### config.mk
export PLATFORM = sky130hd
export DESIGN_NAME = emai_top
export DESIGN_NICKNAME = d
export VERILOG_FILES = /design/src/emai_sync.v /design/src/emai_cfg.v /design/src/emai_top.v
export VERILOG_INCLUDE_DIRS = /design/src
export SDC_FILE = /design/constraint.sdc
export NUM_CORES = 1
export LEC_CHECK = 0
export ABC_CLOCK_PERIOD_IN_PS = 2390
export BUFFER_PORTS_ARGS = -buffer_cell sky130_fd_sc_hd__buf_2
export CAP_MARGIN = 20
export CELL_PAD_IN_SITES_DETAIL_PLACEMENT = 0
export CELL_PAD_IN_SITES_GLOBAL_PLACEMENT = 1
export CORE_ASPECT_RATIO = 1.75
export CORE_UTILIZATION = 40
export CTS_CLUSTER_SIZE = 30
export DETAILED_ROUTE_END_ITERATION = 6
export PLACE_DENSITY = 0.85
export SETUP_SLACK_MARGIN = 0.5
export SYNTH_ARGS = -nofsm -noshare
export SYNTH_HDL_FRONTEND = slang
export SYNTH_HIERARCHICAL = 1
export SYNTH_SLANG_ARGS = --single-unit
### constraint.sdc
create_clock -name clk_sys -period 2.39 [get_ports clk_sys]
set_input_delay 0.3585 -clock clk_sys [delete_from_list [all_inputs] [get_ports clk_sys]]
set_output_delay 0.3585 -clock clk_sys [all_outputs]
set_load 0.1 [all_outputs]
### src/emai_consts.vh
`ifndef EMAI_CONSTS_VH
`define EMAI_CONSTS_VH
// acknowledge source encoding per region
`define EMAI_SRC_INT 1'b1
`define EMAI_SRC_EXT 1'b0
// default configuration
`define EMAI_SRC_RESET 4'h1
`define EMAI_ILOCK_RESET 1'b0
// bus error timeout: 1 ms at 25 ns
`define EMAI_TIMEOUT_NS 1000000
`define EMAI_CLK_NS 25
`define EMAI_TIMEOUT_CYC (`EMAI_TIMEOUT_NS / `EMAI_CLK_NS)
// internal acknowledge wait states
`define EMAI_INT_WAIT_RESET 4'h6
// base address register word address
`define EMAI_BAR_ADDR 24'h0000F2
`endif

### src/emai_sync.v
`timescale 1ns/1ps
`default_nettype none
module emai_sync
(
	input wire clk_sys, // clock
	input wire nrst, // async reset, active low
	input wire din, // asynchronous level
	output reg dout // synchronised level
);
	reg meta_q;
	// two-stage synchroniser; first stage is read only by the second
	always @(posedge clk_sys or negedge nrst)
	begin
		if (!nrst)
		begin
			meta_q <= 1'b0;
			dout <= 1'b0;
		end
		else
		begin
			meta_q <= din;
			dout <= meta_q;
		end
	end
endmodule // emai_sync
`default_nettype wire

### src/emai_cfg.v
`timescale 1ns/1ps
`default_nettype none
`include "emai_consts.vh"
module emai_cfg
(
	input wire clk_sys, // clock
	input wire nrst, // async reset, active low
	input wire cfg_default, // pulse: return to default configuration
	input wire cfg_wr, // pulse: load settings
	input wire [3:0] cfg_src, // acknowledge source per region
	input wire cfg_ilock, // interlock setting
	output reg [3:0] src_q, // held sources, 1 = internal
	output reg ilock_q // held interlock enable
);
	// ----------------------------------------
	// configuration store
	// ----------------------------------------
	// per-region setting held
	always @(posedge clk_sys or negedge nrst)
	begin
		if (!nrst)
		begin
			src_q <= `EMAI_SRC_RESET;
			ilock_q <= `EMAI_ILOCK_RESET;
		end
		else if (cfg_default)
		begin
			src_q <= `EMAI_SRC_RESET;
			ilock_q <= `EMAI_ILOCK_RESET;
		end
		else if (cfg_wr)
		begin
			src_q <= cfg_src;
			ilock_q <= cfg_ilock;
		end
	end
endmodule // emai_cfg
`default_nettype wire

### src/emai_top.v
`timescale 1ns/1ps
`default_nettype none
`include "emai_consts.vh"
module emai_top
(
	input wire clk_sys, // processor clock
	input wire nrst, // async reset, active low
	input wire cfg_default, // pulse: default configuration
	input wire cfg_wr, // pulse: load settings
	input wire [3:0] cfg_src, // per-region source, 1 = internal
	input wire cfg_ilock, // interlock setting
	input wire [3:0] cs_wait, // internal wait states for regions
	input wire emu_reset, // pulse: emulator reset command
	input wire cyc_start, // pulse: bus cycle begins
	input wire [23:0] cyc_addr, // cycle address
	input wire [3:0] cyc_cs, // decoded chip-select, one-hot
	input wire [3:0] cs_valid, // region initialised
	input wire cyc_emu, // cycle maps to emulation memory
	input wire in_exception, // processor is stacking an exception
	input wire monitor_entry, // pulse: break into monitor
	input wire bg_monitor, // background monitor active
	input wire transfer_ack_n_pin, // target acknowledge pin, active low
	input wire halt_n_pin, // target halt pin, active low
	output reg transfer_ack_n_o, // acknowledge drive value, low = ack
	output reg transfer_ack_oe_n, // acknowledge output enable, low = drive
	output reg bus_error_line_q, // bus error issued, one cycle
	output reg cyc_done_q, // cycle terminated, one cycle
	output reg halted_q, // processor halted
	output reg stack_pc_lo_q, // pulse: first bus-error action
	output reg bar_wr_q, // pulse: word write of base address
	output reg [23:0] bar_addr_q, // address for that write
	output reg refresh_lost_q, // built-in refresh not kept
	output reg [3:0] src_o_q, // active sources, status
	output reg ilock_o_q // active interlock, status
);
	localparam ST_IDLE = 2'b00;
	localparam ST_WAIT = 2'b01;
	localparam ST_BUS_ERROR_LINE = 2'b10;
	// derived count is integer wide; cut to the counter width on purpose
	localparam integer TMO_FULL = `EMAI_TIMEOUT_CYC;
	localparam [19:0] TMO = TMO_FULL[19:0];

	wire [3:0] src;
	wire ilock;
	wire ack_s;
	wire halt_s;
	reg [1:0] st_q;
	reg [1:0] st_d;
	reg [19:0] tmo_q;
	reg [3:0] wait_q;
	reg int_q;
	reg emu_q;
	reg valid_q;
	reg in_exc_q;
	reg bar_pend_q;

	// selects the per-region bit of a one-hot chip-select
	function sel_bit;
		input [3:0] cs;
		input [3:0] v;
		begin
			sel_bit = |(cs & v);
		end
	endfunction

	// ----------------------------------------
	// configuration and pin synchronisers
	// ----------------------------------------
	emai_cfg u_cfg
	(
		.clk_sys(clk_sys),
		.nrst(nrst),
		.cfg_default(cfg_default),
		.cfg_wr(cfg_wr),
		.cfg_src(cfg_src),
		.cfg_ilock(cfg_ilock),
		.src_q(src),
		.ilock_q(ilock)
	);
	// acknowledge pin is inverted so the synchroniser resets inactive
	emai_sync u_ack
	(
		.clk_sys(clk_sys),
		.nrst(nrst),
		.din(~transfer_ack_n_pin),
		.dout(ack_s)
	);
	emai_sync u_halt
	(
		.clk_sys(clk_sys),
		.nrst(nrst),
		.din(~halt_n_pin),
		.dout(halt_s)
	);

	// ----------------------------------------
	// cycle termination state machine
	// ----------------------------------------
	// next-state logic
	always @*
	begin
		st_d = st_q;
		case (st_q)
			ST_IDLE:
				if (cyc_start && !halted_q)
					st_d = ST_WAIT;
			ST_WAIT:
				if (tmo_q == TMO - 20'h00001)
					st_d = ST_BUS_ERROR_LINE;
				else if (int_q && valid_q && wait_q == 4'h0)
					st_d = ST_IDLE;
				else if (emu_q && !int_q && ilock)
					st_d = ack_s ? ST_IDLE : ST_WAIT;
				else if (emu_q && !int_q)
					st_d = ST_IDLE;
				else if (!int_q && ack_s)
					st_d = ST_IDLE;
			ST_BUS_ERROR_LINE:
				st_d = ST_IDLE;
			default:
				st_d = ST_IDLE;
		endcase
	end

	// cycle context, counters and terminations
	always @(posedge clk_sys or negedge nrst)
	begin
		if (!nrst)
		begin
			st_q <= ST_IDLE;
			tmo_q <= 20'h00000;
			wait_q <= 4'h0;
			int_q <= 1'b0;
			emu_q <= 1'b0;
			valid_q <= 1'b0;
			cyc_done_q <= 1'b0;
			bus_error_line_q <= 1'b0;
			transfer_ack_n_o <= 1'b1;
			transfer_ack_oe_n <= 1'b1;
		end
		else
		begin
			st_q <= st_d;
			cyc_done_q <= 1'b0;
			bus_error_line_q <= 1'b0;
			transfer_ack_n_o <= 1'b1;
			transfer_ack_oe_n <= 1'b1;
			if (st_q == ST_IDLE && st_d == ST_WAIT)
			begin
				int_q <= sel_bit(cyc_cs, src);
				emu_q <= cyc_emu;
				valid_q <= sel_bit(cyc_cs, cs_valid);
				wait_q <= cs_wait;
				tmo_q <= 20'h00000;
			end
			else if (st_q == ST_WAIT)
			begin
				tmo_q <= tmo_q + 20'h00001;
				if (wait_q != 4'h0)
					wait_q <= wait_q - 4'h1;
			end
			if (st_q == ST_WAIT && st_d == ST_IDLE)
			begin
				cyc_done_q <= 1'b1;
				// internal acknowledge drives the open-drain line low
				if (int_q)
				begin
					transfer_ack_n_o <= 1'b0;
					transfer_ack_oe_n <= 1'b0;
				end
			end
			if (st_q == ST_BUS_ERROR_LINE)
				bus_error_line_q <= 1'b1;
		end
	end

	// ----------------------------------------
	// double bus fault and halt
	// ----------------------------------------
	// halt pin only sampled, never driven
	always @(posedge clk_sys or negedge nrst)
	begin
		if (!nrst)
		begin
			halted_q <= 1'b0;
			in_exc_q <= 1'b0;
			stack_pc_lo_q <= 1'b0;
		end
		else
		begin
			stack_pc_lo_q <= 1'b0;
			if (emu_reset)
			begin
				halted_q <= 1'b0;
				in_exc_q <= 1'b0;
			end
			else if (st_q == ST_BUS_ERROR_LINE && (in_exc_q || in_exception))
				halted_q <= 1'b1;
			else if (st_q == ST_BUS_ERROR_LINE)
			begin
				in_exc_q <= 1'b1;
				// first stack the pc low word
				stack_pc_lo_q <= 1'b1;
			end
			else if (!in_exception && st_q == ST_IDLE)
				in_exc_q <= 1'b0;
			// a halt event in the clear cycle wins over the clear
			if (halt_s || (emu_reset && st_q == ST_BUS_ERROR_LINE && (in_exc_q || in_exception)))
				halted_q <= 1'b1;
		end
	end

	// ----------------------------------------
	// monitor entry: base address rewrite
	// ----------------------------------------
	// single word write so no refresh splits the two bytes
	always @(posedge clk_sys or negedge nrst)
	begin
		if (!nrst)
		begin
			bar_pend_q <= 1'b0;
			bar_wr_q <= 1'b0;
			bar_addr_q <= 24'h000000;
			refresh_lost_q <= 1'b0;
			src_o_q <= `EMAI_SRC_RESET;
			ilock_o_q <= `EMAI_ILOCK_RESET;
		end
		else
		begin
			bar_pend_q <= monitor_entry;
			bar_wr_q <= bar_pend_q;
			bar_addr_q <= `EMAI_BAR_ADDR;
			refresh_lost_q <= bg_monitor;
			src_o_q <= src;
			ilock_o_q <= ilock;
		end
	end
endmodule // emai_top
`default_nettype wire

==> summary.md <==
| Metric | Value |
|---|---|
| Layout Cells excl Fill | `368` |
| Layout cell share with drive strength beyond 1 | `0.267` |
| Drt via density | `4.92` |
| Mux contribution to synthesized area | `0.0273` |
| Core Area | `6180 um2` |
| Routed via count | `1809` |
| Vias in the first global route | `1854` |
| Initial Utilization | `0.415` |
| Power Dens Cells | `830 nW/um2` |
| EDFF count, synth | `0` |
| Tmin final | `1810 ps` |
| Post-Syn Instances | `245` |
| Worst Tran Pin Value | `602 ps` |
| Compound-Gate Fraction of Synth Area | `0.0785` |
| Wire per inst | `12.5 um` |
| Std cell rows | `38` |
| Dpl hpwl | `3500 um` |
| Routability-driven placement congestion ratio | `0.813` |
| Ys flop type | `dfrtp_1` |
| Setup TNS | `0 ps` |
| Syn Area/Cell | `10.5 um2` |
| Crit path cell chain | `and4b_2, nand3_4, or4_4, a21oi_2` |
| Die width | `62.5 um` |
| XOR/XNOR Fraction of Synth Area | `0.0410` |
| Antenna fix cells | `0` |
| Synthesized area | `2560 um2` |
| WP data arrival | `2050 ps` |
| CTS Sinks | `53` |
| Post-synthesis adder-cell area fraction | `0.0146` |
| Initial DRC Count | `53` |
| First-pass GRT wire length | `8140 um` |
| I/O Buffers | `46` |
| Clock skew | `5.09 ps` |
| Routed Antenna Nets | `0` |
| CP Class | `flop to flop` |
| RSZ-0062 raised after global routing | `no` |
| Detailed Route WL | `4610 um` |
| Final Max Slew Viols | `0` |
| Final Hold Fails | `0` |
| Pin count of the biggest net entering global routing | `28` |
| Largest family of logic cells by synthesized area | `simple AND/OR/NAND/NOR gates` |
| Startpoint Class | `flop` |
| Final setup viols | `0` |
| Latest clock arrival within the worst-skew pair | `310 ps` |
| Synth-to-Final Area Change | `12.3%` |
| WP data required | `2640 ps` |
| # DRC | `0` |
| Placed Instances | `358` |
| Sequential share of the synthesized area | `0.519` |
| H-tree levels | `2` |
| Die height | `108 um` |
| Iteration count of the initial detailed-routing pass | `4` |
| Max cap viols | `0` |
| CTS clk-pin slew, worst paths | `90 ps` |
| CP Capture Type | `flop` |
| Status | `finished, final reports clean` |
| Max incr delay on CP | `560 ps` |
| Worst path slowest cell | `dfrtp_1` |
| Asr flop ratio synth | `1.00` |
| Max-slew headroom | `0.599` |
| Leak | `1.36 nW` |
| GRT Residual Overflow | `0` |
| Dpl cell area | `2760 um2` |
| Final Cell Area | `2880 um2` |
| Initial antenna violation count | `0` |
| Max clock buf depth | `2` |
| Critical path peak fanout | `11` |
| Worst min path class | `input port to async pin` |
| Top Ports | `90` |
| Peak Freq | `553 MHz` |
| Nets@finish | `343` |
| CTS tree | `yes` |
| VDD IR-drop max | `0.460 mV` |
| Die area | `6750 um2` |
| GRT Util Overall | `0.156` |
| Synthesis-stage register bit count | `53` |
| Root Buffer | `clkbuf_8` |
| Simple-gate share of the synthesized area | `0.206` |
| Final period util | `0.756` |
| CTS Buf Count | `5` |
| Synthesis Warnings | `6` |
| Post-synthesis cell type count | `48` |
==> registers in the layout (all words and copies together), names as in the netlist <==
signal,flops
u_ack/meta_q,1
u_ack/dout,1
in_exc_q,1
u_cfg/ilock_q,1
int_q,1
halted_q,1
wait_q,4
bar_wr_q,1
emu_q,1
stack_pc_lo_q,1
tmo_q,20
bar_addr_q,1
u_halt/dout,1
u_cfg/src_q,4
valid_q,1
src_o_q,4
transfer_ack_oe_n,1
bar_pend_q,1
ilock_o_q,1
bus_error_line_q,1
refresh_lost_q,1
cyc_done_q,1
u_halt/meta_q,1
st_q,2
==> routing by layer <==
layer,track usage,share of wire
met1,0.152,0.39
met2,0.293,0.53
met3,0.0338,0.043
met4,0.0997,0.039
met5,0,0
==> area by class of cell <==
class                   count  area, um2
fillers                   619       3300
flip-flops and latches     53       1330
multi-input cells         166       1030
repair buffers             51        280
well taps                  80        100
clock buffers               7       96.3
inverters                  10       37.5
clock inverters             1       5.00
==> power breakdown <==
part           internal (mW)  total (mW)  switching, mW
Combinational          0.201       0.699          0.497
Clock                  0.262       0.553          0.291
Sequential              1.02        1.14          0.121
Total                   1.48        2.39          0.909
==> synth_stat cells, types with 4 or more instances <==
master,n,area [um2]
a21oi_1,8,40.0
mux2i_1,7,70.1
nor4_1,5,31.3
buf_4,27,203
xor2_1,7,61.3
o31ai_1,6,45.0
nand2_1,17,63.8
nor2_1,22,82.6
nor3_1,5,25.0
nand3_1,9,45.0
xnor2_1,5,43.8
o21ai_0,8,40.0
inv_1,10,37.5
dfrtp_1,50,1250
a22oi_1,4,30.0
nand4_1,7,43.8
==> worst max-delay path: cells and delay by family, from the launching register on <==
kind / cells / cell delay (ps)
AOI/OAI and AO/OA: 1 / 140
DFF: 1 / 560
and+or+nand+nor: 3 / 1030
==> cell usage in the layout, fill, tap and decap left out, types with 2 or more instances in the layout <==
cell type / n
buf_2: 46
conb_1: 20
inv_1: 10
a31oi_1: 2
mux2i_1: 7
nor4_1: 5
a21oi_2: 2
and3_1: 3
clkbuf_8: 7
o31ai_1: 6
xor2_1: 7
nor2_1: 22
a22oi_1: 4
nand3_1: 9
nand2_1: 17
a21oi_1: 8
nor3_1: 5
xnor2_1: 5
or4_4: 2
ha_1: 3
or3_1: 3
o21ai_0: 8
nand4_1: 7
or4_1: 2
dfstp_2: 3
buf_4: 4
dfrtp_1: 49
==> repair_timing <==
action	CTS	global route
endpoints found under the setup margin	0	5
hold buffers	0	0
buffers inserted	0	2
resized for setup	0	1
==> through the flow <==
stage / worst slack (ps) / power [mW] / hold slack [ps] / util
2_1_floorplan: 658 / 1.73 / 62.9 / -
3_3_place_gp: 614 / 1.81 / 333 / 0.447
3_5_place_dp: 587 / 1.84 / 340 / 0.447
4_1_cts: 564 / 2.40 / 54.3 / 0.463
5_1_grt: 502 / 2.54 / 73.3 / 0.466
6_report: 583 / 2.39 / 38.6 / 0.466
==> kinds of logic after synthesis <==
logic type / count (synthesis)
and+or+nand+nor: 92
DFF: 53
buffers and inverters: 44
AOI/OAI and AO/OA: 32
xor gates and xnor gates: 12
muxes: 7
adders and majority gates: 3
other: 2
==> final timing paths <==
kind,to,slack [ps],cells after the start,startpoint
max,tmo_q[18],580,4,st_q[0]
min reg2reg,u_ack/dout,360,0,u_ack/meta_q
min,bar_wr_q,40,1,nrst
max reg2reg,tmo_q[18],580,4,st_q[0]
min in group clk_sys,bar_pend_q,140,1,monitor_entry
max in group asynchronous,halted_q,1790,2,nrst
Power figures use the tool's default switching activity.
